<file path="src/fcs_pkg.sv">
// Shared constants for the flash configuration and status register block.
package fcs_pkg;

  // Register word addresses on the parallel memory bus.
  localparam logic [15:0] FCS_ADDR_CONFIG       = 16'hf221;
  localparam logic [15:0] FCS_ADDR_CONFIG_SPARE = 16'hf222;
  localparam logic [15:0] FCS_ADDR_STATUS       = 16'hf240;

  // Reset values.
  localparam logic [15:0] FCS_CONFIG_RESET = 16'h40c0;
  localparam logic [15:0] FCS_STATUS_RESET = 16'h0000;

  // Configuration field positions.
  localparam int FCS_CFG_READ_SYNC_BIT   = 15;
  localparam int FCS_CFG_LATENCY_LSB     = 12;
  localparam int FCS_CFG_BURST_LSB       = 9;
  localparam int FCS_CFG_ECC_BYPASS_BIT  = 8;
  localparam int FCS_CFG_READY_POL_BIT   = 7;
  localparam int FCS_CFG_IRQ_POL_BIT     = 6;
  localparam int FCS_CFG_DRIVER_EN_BIT   = 5;
  localparam int FCS_CFG_READY_WITH_BIT  = 4;
  localparam int FCS_CFG_BOOT_PROT_BIT   = 0;

  // Status field positions.
  localparam int FCS_ST_ONGOING_BIT = 15;
  localparam int FCS_ST_LOCK_BIT    = 14;
  localparam int FCS_ST_LOAD_BIT    = 13;
  localparam int FCS_ST_PROG_BIT    = 12;
  localparam int FCS_ST_ERASE_BIT   = 11;
  localparam int FCS_ST_ERROR_BIT   = 10;
  localparam int FCS_ST_SUSPEND_BIT = 9;
  localparam int FCS_ST_RESET_BIT   = 7;
  localparam int FCS_ST_OTP_BIT     = 6;
  localparam int FCS_ST_EXPIRY_BIT  = 0;

  // Latency codes: lowest supported code and reset code.
  localparam logic [2:0] FCS_LATENCY_MIN_CODE   = 3'h3;
  localparam logic [2:0] FCS_LATENCY_RESET_CODE = 3'h4;

  // Burst size codes.
  localparam logic [2:0] FCS_BURST_CONT  = 3'h0;
  localparam logic [2:0] FCS_BURST_4     = 3'h1;
  localparam logic [2:0] FCS_BURST_8     = 3'h2;
  localparam logic [2:0] FCS_BURST_16    = 3'h3;
  localparam logic [5:0] FCS_WORDS_CONT  = 6'h00;
  localparam logic [5:0] FCS_WORDS_4     = 6'h04;
  localparam logic [5:0] FCS_WORDS_8     = 6'h08;
  localparam logic [5:0] FCS_WORDS_16    = 6'h10;

  // Operation kinds reported by the flash engine.
  typedef enum logic [1:0] {
    FCS_OP_LOAD  = 2'h0,
    FCS_OP_PROG  = 2'h1,
    FCS_OP_ERASE = 2'h2,
    FCS_OP_OTHER = 2'h3
  } fcs_op_t;

  // Engine phase as seen by the status word, Gray coded along the usual path.
  typedef enum logic [1:0] {
    FCS_PH_READY = 2'b00,
    FCS_PH_BUSY  = 2'b01,
    FCS_PH_RESET = 2'b11
  } fcs_phase_t;

endpackage

</file>
<file path="src/fcs_regs.sv">
// Configuration and status registers of the flash host interface.
`timescale 1ns/100ps
// How it works
// - Config bit 15 selects asynchronous (0, default) or synchronous clocked reads.
// - Latency bits 14:12 give 3..7 cycles; codes 000..010 unsupported; 4 default.
// - Burst bits 11:9: continuous, 4, 8, 16 words; 100..111 unavailable.
// - The same burst size serves wrap-around and linear bursts.
// - Bit 8 low corrects errors, bit 8 high bypasses correction.
// - Bit 7 high: ready pin high means ready; low: low means ready.
// - Bit 6 high: irq pin follows master interrupt bit; low: inverted.
// - Irq and ready pins stay undriven until the driver enable is set.
// - Pin polarity settings show on the pins only with driver enable set.
// - Driver enable clears on cold reset or a host write of zero.
// - Bit 4 low: ready one clock before data; high: ready with data.
// - Config bit 0 reads as fixed zero, boot buffer locked.
// - Config register resets to 40C0h.
// - Status bit 15 is set while any internal operation runs.
// - Status bit 14 flags an access that hit a locked area.
// - Status bits 13,12,11 show load, program, erase busy or failed.
// - Status bit 10 flags failure, abort by reset or invalid command.
// - Status bit 9 shows erase suspended, through suspended activity.
// - Status word is read-only, resets to 0000h, reserved bits read zero.
// - Status bit 7 is set while a reset operation is in progress.
// - Status bit 6 reports the one-time area lock, caught at power-on.
// - Status bit 0, the expiry flag, is always zero.
module fcs_regs (
  input  wire logic           ref_clk_i,
  input  wire logic           reset_n_i,
  input  wire logic           warm_reset_i,
  input  wire logic [15:0]    reg_addr_i,
  input  wire logic [15:0]    reg_wdata_i,
  input  wire logic           reg_wr_i,
  input  wire logic           reg_rd_i,
  output logic      [15:0]    reg_rdata_o,
  input  wire logic           op_start_i,
  input  wire fcs_pkg::fcs_op_t op_kind_i,
  input  wire logic           op_done_i,
  input  wire logic           op_fail_i,
  input  wire logic           op_lock_hit_i,
  input  wire logic           invalid_cmd_i,
  input  wire logic           erase_suspend_i,
  input  wire logic           erase_resume_i,
  input  wire logic           reset_op_start_i,
  input  wire logic           reset_op_done_i,
  input  wire logic           onetime_lock_i,
  input  wire logic           irq_master_i,
  input  wire logic           burst_data_next_i,
  input  wire logic           burst_data_after_next_i,
  output logic                read_timing_select_o,
  output logic      [2:0]     burst_first_latency_o,
  output logic      [5:0]     burst_words_o,
  output logic                ecc_bypass_o,
  output logic                ready_pin_o,
  output logic                ready_pin_oe_o,
  output logic                irq_pin_o,
  output logic                irq_pin_oe_o
);
  import fcs_pkg::*;

  // Configuration fields, each held in its own flip-flops.
  logic       read_timing_select_reg;
  logic [2:0] burst_first_latency_reg;
  logic [2:0] burst_size_reg;
  logic       ecc_bypass_reg;
  logic       ready_pin_polarity_reg;
  logic       irq_pin_polarity_reg;
  logic       irq_ready_driver_enable_reg;
  logic       ready_with_data_reg;

  // Status word pieces.
  fcs_phase_t phase_reg;
  logic       lock_reg;
  logic       load_reg;
  logic       prog_reg;
  logic       erase_reg;
  logic       error_reg;
  logic       suspend_reg;
  logic       onetime_area_lock_flag_reg;
  logic       otp_capture_pending_reg;

  // Pin and read-data registers.
  logic [15:0] rdata_reg;
  logic [5:0]  burst_words_reg;
  logic        ready_pin_reg;
  logic        irq_pin_reg;
  logic        pins_oe_reg;

  // Decoded accesses and assembled words.
  logic        cfg_write;
  logic [15:0] config_word;
  logic [15:0] status_word;
  logic [2:0]  wr_latency;
  logic [2:0]  wr_burst;
  logic        ready_active;
  logic        ready_level_next;

  assign cfg_write  = reg_wr_i && (reg_addr_i == FCS_ADDR_CONFIG);
  assign wr_latency = reg_wdata_i[FCS_CFG_LATENCY_LSB +: 3];
  assign wr_burst   = reg_wdata_i[FCS_CFG_BURST_LSB +: 3];

  // Read mode. A warm or hot reset restores it as the cold one does.
  always_ff @(posedge ref_clk_i) begin
    if (!reset_n_i || warm_reset_i) begin
      read_timing_select_reg <= FCS_CONFIG_RESET[FCS_CFG_READ_SYNC_BIT];
    end else if (cfg_write) begin
      read_timing_select_reg <= reg_wdata_i[FCS_CFG_READ_SYNC_BIT];
    end
  end

  // Burst latency. Unsupported codes would stall the burst engine forever,
  // so such a write leaves the previous latency in place.
  always_ff @(posedge ref_clk_i) begin
    if (!reset_n_i || warm_reset_i) begin
      burst_first_latency_reg <= FCS_CONFIG_RESET[FCS_CFG_LATENCY_LSB +: 3];
    end else if (cfg_write && (wr_latency >= FCS_LATENCY_MIN_CODE)) begin
      burst_first_latency_reg <= wr_latency;
    end
  end

  // Burst size. The unavailable and reserved codes are refused the same way.
  always_ff @(posedge ref_clk_i) begin
    if (!reset_n_i || warm_reset_i) begin
      burst_size_reg <= FCS_CONFIG_RESET[FCS_CFG_BURST_LSB +: 3];
    end else if (cfg_write && (wr_burst <= FCS_BURST_16)) begin
      burst_size_reg <= wr_burst;
    end
  end

  // Error correction bypass and the pin options.
  always_ff @(posedge ref_clk_i) begin
    if (!reset_n_i || warm_reset_i) begin
      ecc_bypass_reg         <= FCS_CONFIG_RESET[FCS_CFG_ECC_BYPASS_BIT];
      ready_pin_polarity_reg <= FCS_CONFIG_RESET[FCS_CFG_READY_POL_BIT];
      irq_pin_polarity_reg   <= FCS_CONFIG_RESET[FCS_CFG_IRQ_POL_BIT];
      ready_with_data_reg    <= FCS_CONFIG_RESET[FCS_CFG_READY_WITH_BIT];
    end else if (cfg_write) begin
      ecc_bypass_reg         <= reg_wdata_i[FCS_CFG_ECC_BYPASS_BIT];
      ready_pin_polarity_reg <= reg_wdata_i[FCS_CFG_READY_POL_BIT];
      irq_pin_polarity_reg   <= reg_wdata_i[FCS_CFG_IRQ_POL_BIT];
      ready_with_data_reg    <= reg_wdata_i[FCS_CFG_READY_WITH_BIT];
    end
  end

  // Driver enable survives a warm or hot reset; only the cold reset or a
  // host write of zero takes it down.
  always_ff @(posedge ref_clk_i) begin
    if (!reset_n_i) begin
      irq_ready_driver_enable_reg <= FCS_CONFIG_RESET[FCS_CFG_DRIVER_EN_BIT];
    end else if (cfg_write) begin
      irq_ready_driver_enable_reg <= reg_wdata_i[FCS_CFG_DRIVER_EN_BIT];
    end
  end

  // Assembled configuration word; bits 3:1 and bit 0 are constant zero.
  always_comb begin
    config_word = 16'h0000;
    config_word[FCS_CFG_READ_SYNC_BIT]         = read_timing_select_reg;
    config_word[FCS_CFG_LATENCY_LSB +: 3]      = burst_first_latency_reg;
    config_word[FCS_CFG_BURST_LSB +: 3]        = burst_size_reg;
    config_word[FCS_CFG_ECC_BYPASS_BIT]        = ecc_bypass_reg;
    config_word[FCS_CFG_READY_POL_BIT]         = ready_pin_polarity_reg;
    config_word[FCS_CFG_IRQ_POL_BIT]           = irq_pin_polarity_reg;
    config_word[FCS_CFG_DRIVER_EN_BIT]         = irq_ready_driver_enable_reg;
    config_word[FCS_CFG_READY_WITH_BIT]        = ready_with_data_reg;
    config_word[FCS_CFG_BOOT_PROT_BIT]         = 1'b0;
  end

  // Engine phase. A reset operation while busy aborts the running job.
  always_ff @(posedge ref_clk_i) begin
    if (!reset_n_i || warm_reset_i) begin
      phase_reg <= FCS_PH_READY;
    end else begin
      unique case (phase_reg)
        FCS_PH_READY: begin
          if (reset_op_start_i) begin
            phase_reg <= FCS_PH_RESET;
          end else if (op_start_i) begin
            phase_reg <= FCS_PH_BUSY;
          end
        end
        FCS_PH_BUSY: begin
          if (reset_op_start_i) begin
            phase_reg <= FCS_PH_RESET;
          end else if (op_done_i) begin
            phase_reg <= FCS_PH_READY;
          end
        end
        FCS_PH_RESET: begin
          if (reset_op_done_i) begin
            phase_reg <= FCS_PH_READY;
          end
        end
        default: begin
          phase_reg <= FCS_PH_READY;
        end
      endcase
    end
  end

  // Operation kind bits. They stay set after a failure so software can see
  // which job failed; a pass clears them. The erase bit also stays set while
  // the erase is suspended, under a nested load or program.
  always_ff @(posedge ref_clk_i) begin
    if (!reset_n_i || warm_reset_i) begin
      load_reg  <= 1'b0;
      prog_reg  <= 1'b0;
      erase_reg <= 1'b0;
    end else if (op_start_i && (phase_reg == FCS_PH_READY) && !reset_op_start_i) begin
      load_reg  <= (op_kind_i == FCS_OP_LOAD);
      prog_reg  <= (op_kind_i == FCS_OP_PROG);
      erase_reg <= (op_kind_i == FCS_OP_ERASE) || suspend_reg;
    end else if (op_done_i && (phase_reg == FCS_PH_BUSY) && !op_fail_i) begin
      load_reg  <= 1'b0;
      prog_reg  <= 1'b0;
      erase_reg <= suspend_reg || erase_suspend_i;
    end else if (invalid_cmd_i && (phase_reg == FCS_PH_READY)) begin
      load_reg  <= 1'b0;
      prog_reg  <= 1'b0;
      erase_reg <= suspend_reg;
    end
  end

  // Error and lock flags. A failure, an abort or an invalid command sets the
  // error; it is cleared by a warm reset, when a new job starts or when one passes. Setting
  // takes priority over clearing in the same cycle.
  always_ff @(posedge ref_clk_i) begin
    if (!reset_n_i) begin
      error_reg <= 1'b0;
      lock_reg  <= 1'b0;
    end else if ((phase_reg == FCS_PH_BUSY) && reset_op_start_i) begin
      error_reg <= 1'b1;
      lock_reg  <= 1'b0;
    end else if (op_done_i && (phase_reg == FCS_PH_BUSY)) begin
      error_reg <= op_fail_i || invalid_cmd_i;
      lock_reg  <= op_fail_i && op_lock_hit_i;
    end else if (invalid_cmd_i) begin
      error_reg <= 1'b1;
      lock_reg  <= 1'b0;
    end else if (warm_reset_i) begin
      error_reg <= 1'b0;
      lock_reg  <= 1'b0;
    end else if (op_start_i && (phase_reg == FCS_PH_READY)) begin
      error_reg <= 1'b0;
      lock_reg  <= 1'b0;
    end
  end

  // Erase suspend flag; a suspend request wins over a resume in one cycle.
  always_ff @(posedge ref_clk_i) begin
    if (!reset_n_i || warm_reset_i) begin
      suspend_reg <= 1'b0;
    end else if (erase_suspend_i) begin
      suspend_reg <= 1'b1;
    end else if (erase_resume_i) begin
      suspend_reg <= 1'b0;
    end
  end

  // The one-time area lock is caught once, on the first edge after the
  // cold reset is released, since a reset flop may take only a constant.
  always_ff @(posedge ref_clk_i) begin
    if (!reset_n_i) begin
      otp_capture_pending_reg    <= 1'b1;
      onetime_area_lock_flag_reg <= 1'b0;
    end else if (otp_capture_pending_reg) begin
      otp_capture_pending_reg    <= 1'b0;
      onetime_area_lock_flag_reg <= onetime_lock_i;
    end
  end

  // Assembled status word; reserved bits and the expiry flag stay zero.
  always_comb begin
    status_word = FCS_STATUS_RESET;
    status_word[FCS_ST_ONGOING_BIT] = (phase_reg != FCS_PH_READY);
    status_word[FCS_ST_LOCK_BIT]    = lock_reg;
    status_word[FCS_ST_LOAD_BIT]    = load_reg;
    status_word[FCS_ST_PROG_BIT]    = prog_reg;
    status_word[FCS_ST_ERASE_BIT]   = erase_reg;
    status_word[FCS_ST_ERROR_BIT]   = error_reg;
    status_word[FCS_ST_SUSPEND_BIT] = suspend_reg;
    status_word[FCS_ST_RESET_BIT]   = (phase_reg == FCS_PH_RESET);
    status_word[FCS_ST_OTP_BIT]     = onetime_area_lock_flag_reg;
    status_word[FCS_ST_EXPIRY_BIT]  = 1'b0;
  end

  // Read data stand for exactly the cycle after the read strobe, zero
  // otherwise; the spare and unmapped addresses read as zero.
  always_ff @(posedge ref_clk_i) begin
    if (!reset_n_i) begin
      rdata_reg <= 16'h0000;
    end else if (reg_rd_i) begin
      unique case (reg_addr_i)
        FCS_ADDR_CONFIG: begin
          rdata_reg <= config_word;
        end
        FCS_ADDR_STATUS: begin
          rdata_reg <= status_word;
        end
        default: begin
          rdata_reg <= 16'h0000;
        end
      endcase
    end else begin
      rdata_reg <= 16'h0000;
    end
  end

  // Burst size in words, for the wrap and the linear burst engines alike.
  always_ff @(posedge ref_clk_i) begin
    if (!reset_n_i) begin
      burst_words_reg <= FCS_WORDS_CONT;
    end else begin
      unique case (burst_size_reg)
        FCS_BURST_4:  burst_words_reg <= FCS_WORDS_4;
        FCS_BURST_8:  burst_words_reg <= FCS_WORDS_8;
        FCS_BURST_16: burst_words_reg <= FCS_WORDS_16;
        default:      burst_words_reg <= FCS_WORDS_CONT;
      endcase
    end
  end

  // Ready timing. The pin is registered, so the data hints are taken one
  // cycle early: the "after next" hint gives ready one clock before data.
  always_comb begin
    if (read_timing_select_reg) begin
      ready_active = ready_with_data_reg ? burst_data_next_i : burst_data_after_next_i;
    end else begin
      ready_active = (phase_reg == FCS_PH_READY);
    end
    ready_level_next = ready_pin_polarity_reg ? ready_active : !ready_active;
  end

  // Pin drivers. While disabled the pins float and their levels are held
  // low, so no polarity setting is visible before the enable.
  always_ff @(posedge ref_clk_i) begin
    if (!reset_n_i) begin
      pins_oe_reg   <= 1'b0;
      ready_pin_reg <= 1'b0;
      irq_pin_reg   <= 1'b0;
    end else begin
      pins_oe_reg   <= irq_ready_driver_enable_reg;
      ready_pin_reg <= irq_ready_driver_enable_reg && ready_level_next;
      irq_pin_reg   <= irq_ready_driver_enable_reg &&
                       (irq_pin_polarity_reg ? irq_master_i : !irq_master_i);
    end
  end

  assign reg_rdata_o           = rdata_reg;
  assign read_timing_select_o  = read_timing_select_reg;
  assign burst_first_latency_o = burst_first_latency_reg;
  assign burst_words_o         = burst_words_reg;
  assign ecc_bypass_o          = ecc_bypass_reg;
  assign ready_pin_o           = ready_pin_reg;
  assign ready_pin_oe_o        = pins_oe_reg;
  assign irq_pin_o             = irq_pin_reg;
  assign irq_pin_oe_o          = pins_oe_reg;

endmodule // fcs_regs

</file>
<file path="config.mk">
export PLATFORM = sky130hd
export DESIGN_NAME = fcs_regs
export DESIGN_NICKNAME = d
export VERILOG_FILES = /design/src/fcs_pkg.sv /design/src/fcs_regs.sv
export SDC_FILE = /design/constraint.sdc
export NUM_CORES = 1
export LEC_CHECK = 0
export BUFFER_PORTS_ARGS = -buffer_cell sky130_fd_sc_hd__buf_2
export CELL_PAD_IN_SITES_DETAIL_PLACEMENT = 1
export CELL_PAD_IN_SITES_GLOBAL_PLACEMENT = 1
export CORE_UTILIZATION = 32
export DETAILED_ROUTE_END_ITERATION = 6
export PLACE_DENSITY = 0.75
export SYNTH_ARGS = -nofsm -noshare
export SYNTH_HDL_FRONTEND = slang
export SYNTH_SLANG_ARGS = --single-unit
</file>
<file path="constraint.sdc">
create_clock -name ref_clk_i -period 2.84 [get_ports ref_clk_i]
set_clock_uncertainty 0.2 [all_clocks]
set_input_delay 0.568 -clock ref_clk_i [delete_from_list [all_inputs] [get_ports ref_clk_i]]
set_output_delay 0.568 -clock ref_clk_i [all_outputs]
set_load 0.02 [all_outputs]
</file>
# Word-level counts from Yosys, hierarchy flattened
# Index checks and enable logic that the tools add are counted.
totals:
  regBits: 47
  latchBits: 0
  ramBits: 0
  rom_bits: 0
  input_bits: 52
  out_inout_bits: 31
  elab_cells: 97
  memories: 0
classes:
  add_sub_neg: 0
  n_mul: 0
  n_div: 0
  magnitude_cmp: 2
  eq_ne: 12
  n_shift: 0
  n_mux: 29
  bitwise: 1
  n_reduce_logical: 31
op_table:
  columns: ["op", "count"]
  rows:
  - ["16-bit equality test, second input constant", 2]
  - ["16-bit one-hot mux with 2 select lines", 1]
  - ["1-bit two-way mux", 21]
  - ["5-bit one-hot mux with 3 select lines", 1]
  - ["1-bit logical AND", 12]
  - ["2-bit two-way mux", 5]
  - ["3-bit by 2-bit equality test with 1-bit output, second input constant", 2]
  - ["3-bit inequality test, second input constant", 2]
  - ["2-bit one-hot mux with 3 select lines", 1]
  - ["1-bit zero test", 5]
  - ["5-bit nonzero test", 1]
  - ["2-bit by 1-bit equality test with 1-bit output, second input constant", 2]
  - ["2-bit equality test, second input constant", 2]
  - ["2-bit zero test", 2]
  - ["1-bit logical OR", 4]
  - ["2-bit nonzero test", 2]
  - ["4-bit nonzero test", 1]
  - ["3-bit by 1-bit equality test with 1-bit output, second input constant", 1]
  - ["3-bit by 2-bit greater-or-equal comparator with 1-bit output, second input constant", 1]
  - ["3-bit by 2-bit less-or-equal comparator with 1-bit output, second input constant", 1]
  - ["3-bit AND reduction", 1]
  - ["3-bit nonzero test", 1]
  - ["2-bit inequality test, second input constant", 1]
  - ["2-bit AND reduction", 1]
  - ["other kinds (2)", 2]

# Logic depth before layout (Yosys ltp)
depth:
  word_depth: 7
  depth_mapped: 5
  depth_no_buf: 4

# Worst setup path after synthesis
# OpenSTA, ideal clock, no wires.
synth_timing:
  path_kind: "input port to flip-flop"
  from: "input reg_addr_i[8]"
  to: "register burst_first_latency_reg[2] (netlist: burst_first_latency_o[2])"
  setup_ps: 120
  arrival_time_ps: 2012
  t_required_ps: 2520
  setup_slack_ps: 508
  stages: 5
  n_path_buf: 1
  cell_sequence: "or4b_4 -> nor4_4 -> buf_6 -> nand4_1 -> a211o_1"
synth_between:
  elab_chain_len: 3
synth_lines:
  columns: ["item", "line", "rtl"]
  rows:
  - ["start, declared", "fcs_regs.sv:30", "input wire logic [15:0] reg_addr_i,"]
  - ["16-bit equality test", "fcs_regs.sv:97", "assign cfg_write = reg_wr_i && (reg_addr_i == FCS_ADDR_CONFIG);"]
  - ["1-bit logical AND", "fcs_regs.sv:97", null]
  - ["1-bit logical AND", "fcs_regs.sv:115", "end else if (cfg_write && (wr_latency >= FCS_LATENCY_MIN_CODE)) begin"]
  - ["end signal, assigned", "fcs_regs.sv:114", "burst_first_latency_reg <= FCS_CONFIG_RESET[FCS_CFG_LATENCY_LSB +: 3];"]
  - ["end signal, assigned", "fcs_regs.sv:116", "burst_first_latency_reg <= wr_latency;"]
  - ["end, declared", "fcs_regs.sv:62", "logic [2:0] burst_first_latency_reg;"]
# Every way passes these cells.
# A chain may end at the register's enable or synchronous reset.

# Worst setup path in the final report
layout_timing:
  from: "input reg_addr_i[8]"
  to: "register rdata_reg[5] (netlist: reg_rdata_o[5])"
layout_between:
  elab_chain_len: 2
  word_cells_on_any_way: 3
  classes_between: "eq/ne (2); mux (1)"
layout_lines:
  columns: ["item", "line", "rtl"]
  rows:
  - ["16-bit equality test", "fcs_regs.sv:292", "unique case (reg_addr_i)"]
  - ["16-bit one-hot mux with 2 select lines (*)", "fcs_regs.sv:292", null]
  - ["end signal, assigned", "fcs_regs.sv:294", "rdata_reg <= config_word;"]
  - ["end signal, assigned", "fcs_regs.sv:297", "rdata_reg <= status_word;"]
  - ["end, declared", "fcs_regs.sv:82", "logic [15:0] rdata_reg;"]
# Every way passes the cells marked *; elsewhere a longest branch is shown, timed or not.

==> flow_summary.json <==
{
  "synth_edf_count": 0,
  "vdd_ir_drop_max_mv": 0.164,
  "rsz0062_at_grt": "no",
  "crit_start": "reg_addr_i[8]",
  "yosysWarnings": 0,
  "internal-power_w": 0.000769,
  "antenna_found_initial": 0,
  "ys_seq_area_share_pct": 47.7,
  "clk_pin_slew_worst_paths_ns": 0.07,
  "drt-initial-drc-count": 64,
  "relSlewSlack_pct": 65.1,
  "place_congestion": 0.712,
  "routedWlPerCell_um": 14.0,
  "ys_types": 43,
  "status": "finished clean",
  "cts_hold_buf": 0,
  "die_x_um": 74.4,
  "cp-start-kind": "input port",
  "drc_errors": 0,
  "p_per_area_mw_per_mm2": 468,
  "synth.area.top_cells": "dfxtp_1 48%, mux2i_1 6.0%, nor2_1 5.4%",
  "tightest_slew_ns": 0.524,
  "portBuffers": 71,
  "cts_buffer_depth": 2,
  "crit_type": "input port to flip-flop",
  "rows": 25,
  "swShare_pct": 23.6,
  "critical_path_arrival_ns": 2.32,
  "grt_max_degree": 15,
  "timing.setup.tns_ns": 0,
  "grt_pass1_vias": 1537,
  "ys.flop_type": "dfxtp_1",
  "period_minus_slack_ns": 2.29,
  "cts_setup_buffers": 0,
  "cts_buffers": 5,
  "synth.avg_cell_area_sq_um": 9.38,
  "grt_overflow_total": 0,
  "area_delta_synth_final_pct": 28.2,
  "wl_um": 4480,
  "ant_nets": 0,
  "antenna_cells": 0,
  "power_frac_clock_pct": 33.4,
  "root_buffer": "clkbuf_8",
  "critical_path_required_ns": 2.87,
  "dp.cells": 314,
  "cap_violations": 0,
  "cp_slowest_stage_delay_ns": 0.56,
  "whs_ns": 0.264,
  "fmax_mhz": 437,
  "cp-end-kind": "flip-flop",
  "nets": 306,
  "synth_most_common_cell": "dfxtp_1",
  "netlist_instances": 179,
  "synth_area_sq_mm": 0.00168,
  "crit_slowest_cell": "or4b_4",
  "largest_register_ffs": 12,
  "dr.pass1.iters": 4,
  "slew_viol_final": 0,
  "crit_chain": "buf_2 -> or4b_4 -> nor4_4 -> buf_4 -> nor2b_1 -> and2_1",
  "htree_levels": 2,
  "instances_no_fill": 319,
  "die_h_um": 74.4,
  "core-area_sq_mm": 0.00488,
  "synthTopCellsByCount": "40 x dfxtp_1, 24 x nor2_1, 21 x nand2_1",
  "drive_above_1_share_pct": 34.5,
  "combPwrFrac_pct": 9.7,
  "setup_viol": 0,
  "hold_path.class": "flip-flop to flip-flop",
  "fin_crit_sh_pct": 80.6,
  "grt_pass1_wl_um": 7020,
  "holdCritStartpoint": "erase_reg$_SDFFE_PP0P_",
  "grt_use_total_pct": 17.1,
  "critPathBufInv": 2,
  "async_flop_share_pct": 0,
  "synth_top_area_share_pct": 47.7,
  "fp.dieArea_sq_mm": 0.00554,
  "hold_viol": 0,
  "synth_top_cell_by_area": "dfxtp_1",
  "power_switching_w": 0.000238,
  "clock_latency_ns": 0.29,
  "viasPerCell": 4.79,
  "p_seq_share_pct": 57.0,
  "worstPathMaxFanout": 9,
  "r2r-start": "phase_reg[0]$_SDFFE_PP0P_",
  "cts_tree": "yes",
  "num_vias": 1528,
  "clock_sinks": 40,
  "dp_hpwl_um": 3550,
  "start_util_pct": 34.4,
  "ctsResizeCount": 0,
  "synth-seq-cells": 40,
  "crit_family": "simple AND/OR/NAND/NOR gates",
  "p_leak_nw": 1.03,
  "io_pins": 83
}
[layer usage]
| layer | share of wire [%] | track usage [%] | vias up |
|---|---|---|---|
| met5 | 0 | 0 | - |
| met4 | 1.7 | 7.13 | 0 |
| met3 | 5.7 | 4.88 | 8 |
| met2 | 49 | 29.7 | 54 |
| met1 | 44 | 19.7 | 703 |
| li1 | - | - | 763 |
[power groups by stage]
| stage | Clock (W) | Sequential (W) | Combinational (W) |
|---|---|---|---|
| after global placement | 0 | 0.000587 | 0.0000955 |
| after global routing | 0.000364 | 0.000575 | 0.000108 |
| after detailed placement | 0 | 0.000587 | 0.0000975 |
| after CTS | 0.000344 | 0.000574 | 0.0000983 |
| after floorplan | 0 | 0.000582 | 0.0000586 |
| final | 0.000336 | 0.000574 | 0.0000974 |
[layout by cell type, fill, tap and decap left out, drive strengths merged, types with 2 or more instances in the layout]
master	synthesis	final
a21oi	7	7
a221oi	2	2
a2bb2oi	2	2
a32oi	7	7
and2	3	3
and3	3	3
buf	9	75
clkbuf	4	5
conb	1	7
dfxtp	40	40
inv	6	6
mux2i	10	10
nand2	22	22
nand2b	5	5
nand3b	2	2
nand4	4	4
nor2	24	24
nor2b	2	2
nor4	4	4
o211ai	2	2
o21ai	2	2
or4	2	2
[layout make-up]
type,instances,area (sq um)
clock buffer,5,68.8
inverter,6,22.5
timing repair buffer,75,385
fill,624,2730
multi-input combinational,126,792
sequential,40,801
tap,67,83.8
[worst paths after layout]
check	to	slack (ns)	depth (start not counted)
worst max register to register	erase_reg$_SDFFE_PP0P_	1.02	4
worst min register to register	erase_reg$_SDFFE_PP0P_	0.26	2
worst min-delay path	erase_reg$_SDFFE_PP0P_	0.26	2
worst max-delay path	reg_rdata_o[5]$_SDFF_PN0_	0.55	6
[worst min-delay path: stages (launching register included)]
cell	delay, ns
dfxtp_1	0.31
inv_1	0.05
a211oi_1	0.05
[logic make-up after synthesis]
logic type | synth area share, %
AND/OR/NAND/NOR | 24.4
XOR/XNOR | 1.04
AO/OA/AOI/OAI | 13.6
other | 0.223
buffers and inverters | 6.48
multiplexers | 6.63
flip-flops | 47.7
[per-stage QoR]
step / area [sq um] / total power, W / setup WS, ns / utilization [%]
after floorplan: 1700 / 0.000640 / 0.508 / -
after global placement: 2080 / 0.000682 / 0.257 / 42.7
after detailed placement: 2080 / 0.000685 / 0.250 / 42.7
after CTS: 2150 / 0.00102 / 0.540 / 44.1
after global routing: 2150 / 0.00105 / 0.479 / 44.1
final: 2150 / 0.00101 / 0.550 / 44.1
No activity file was read; power rests on OpenSTA's default activity.
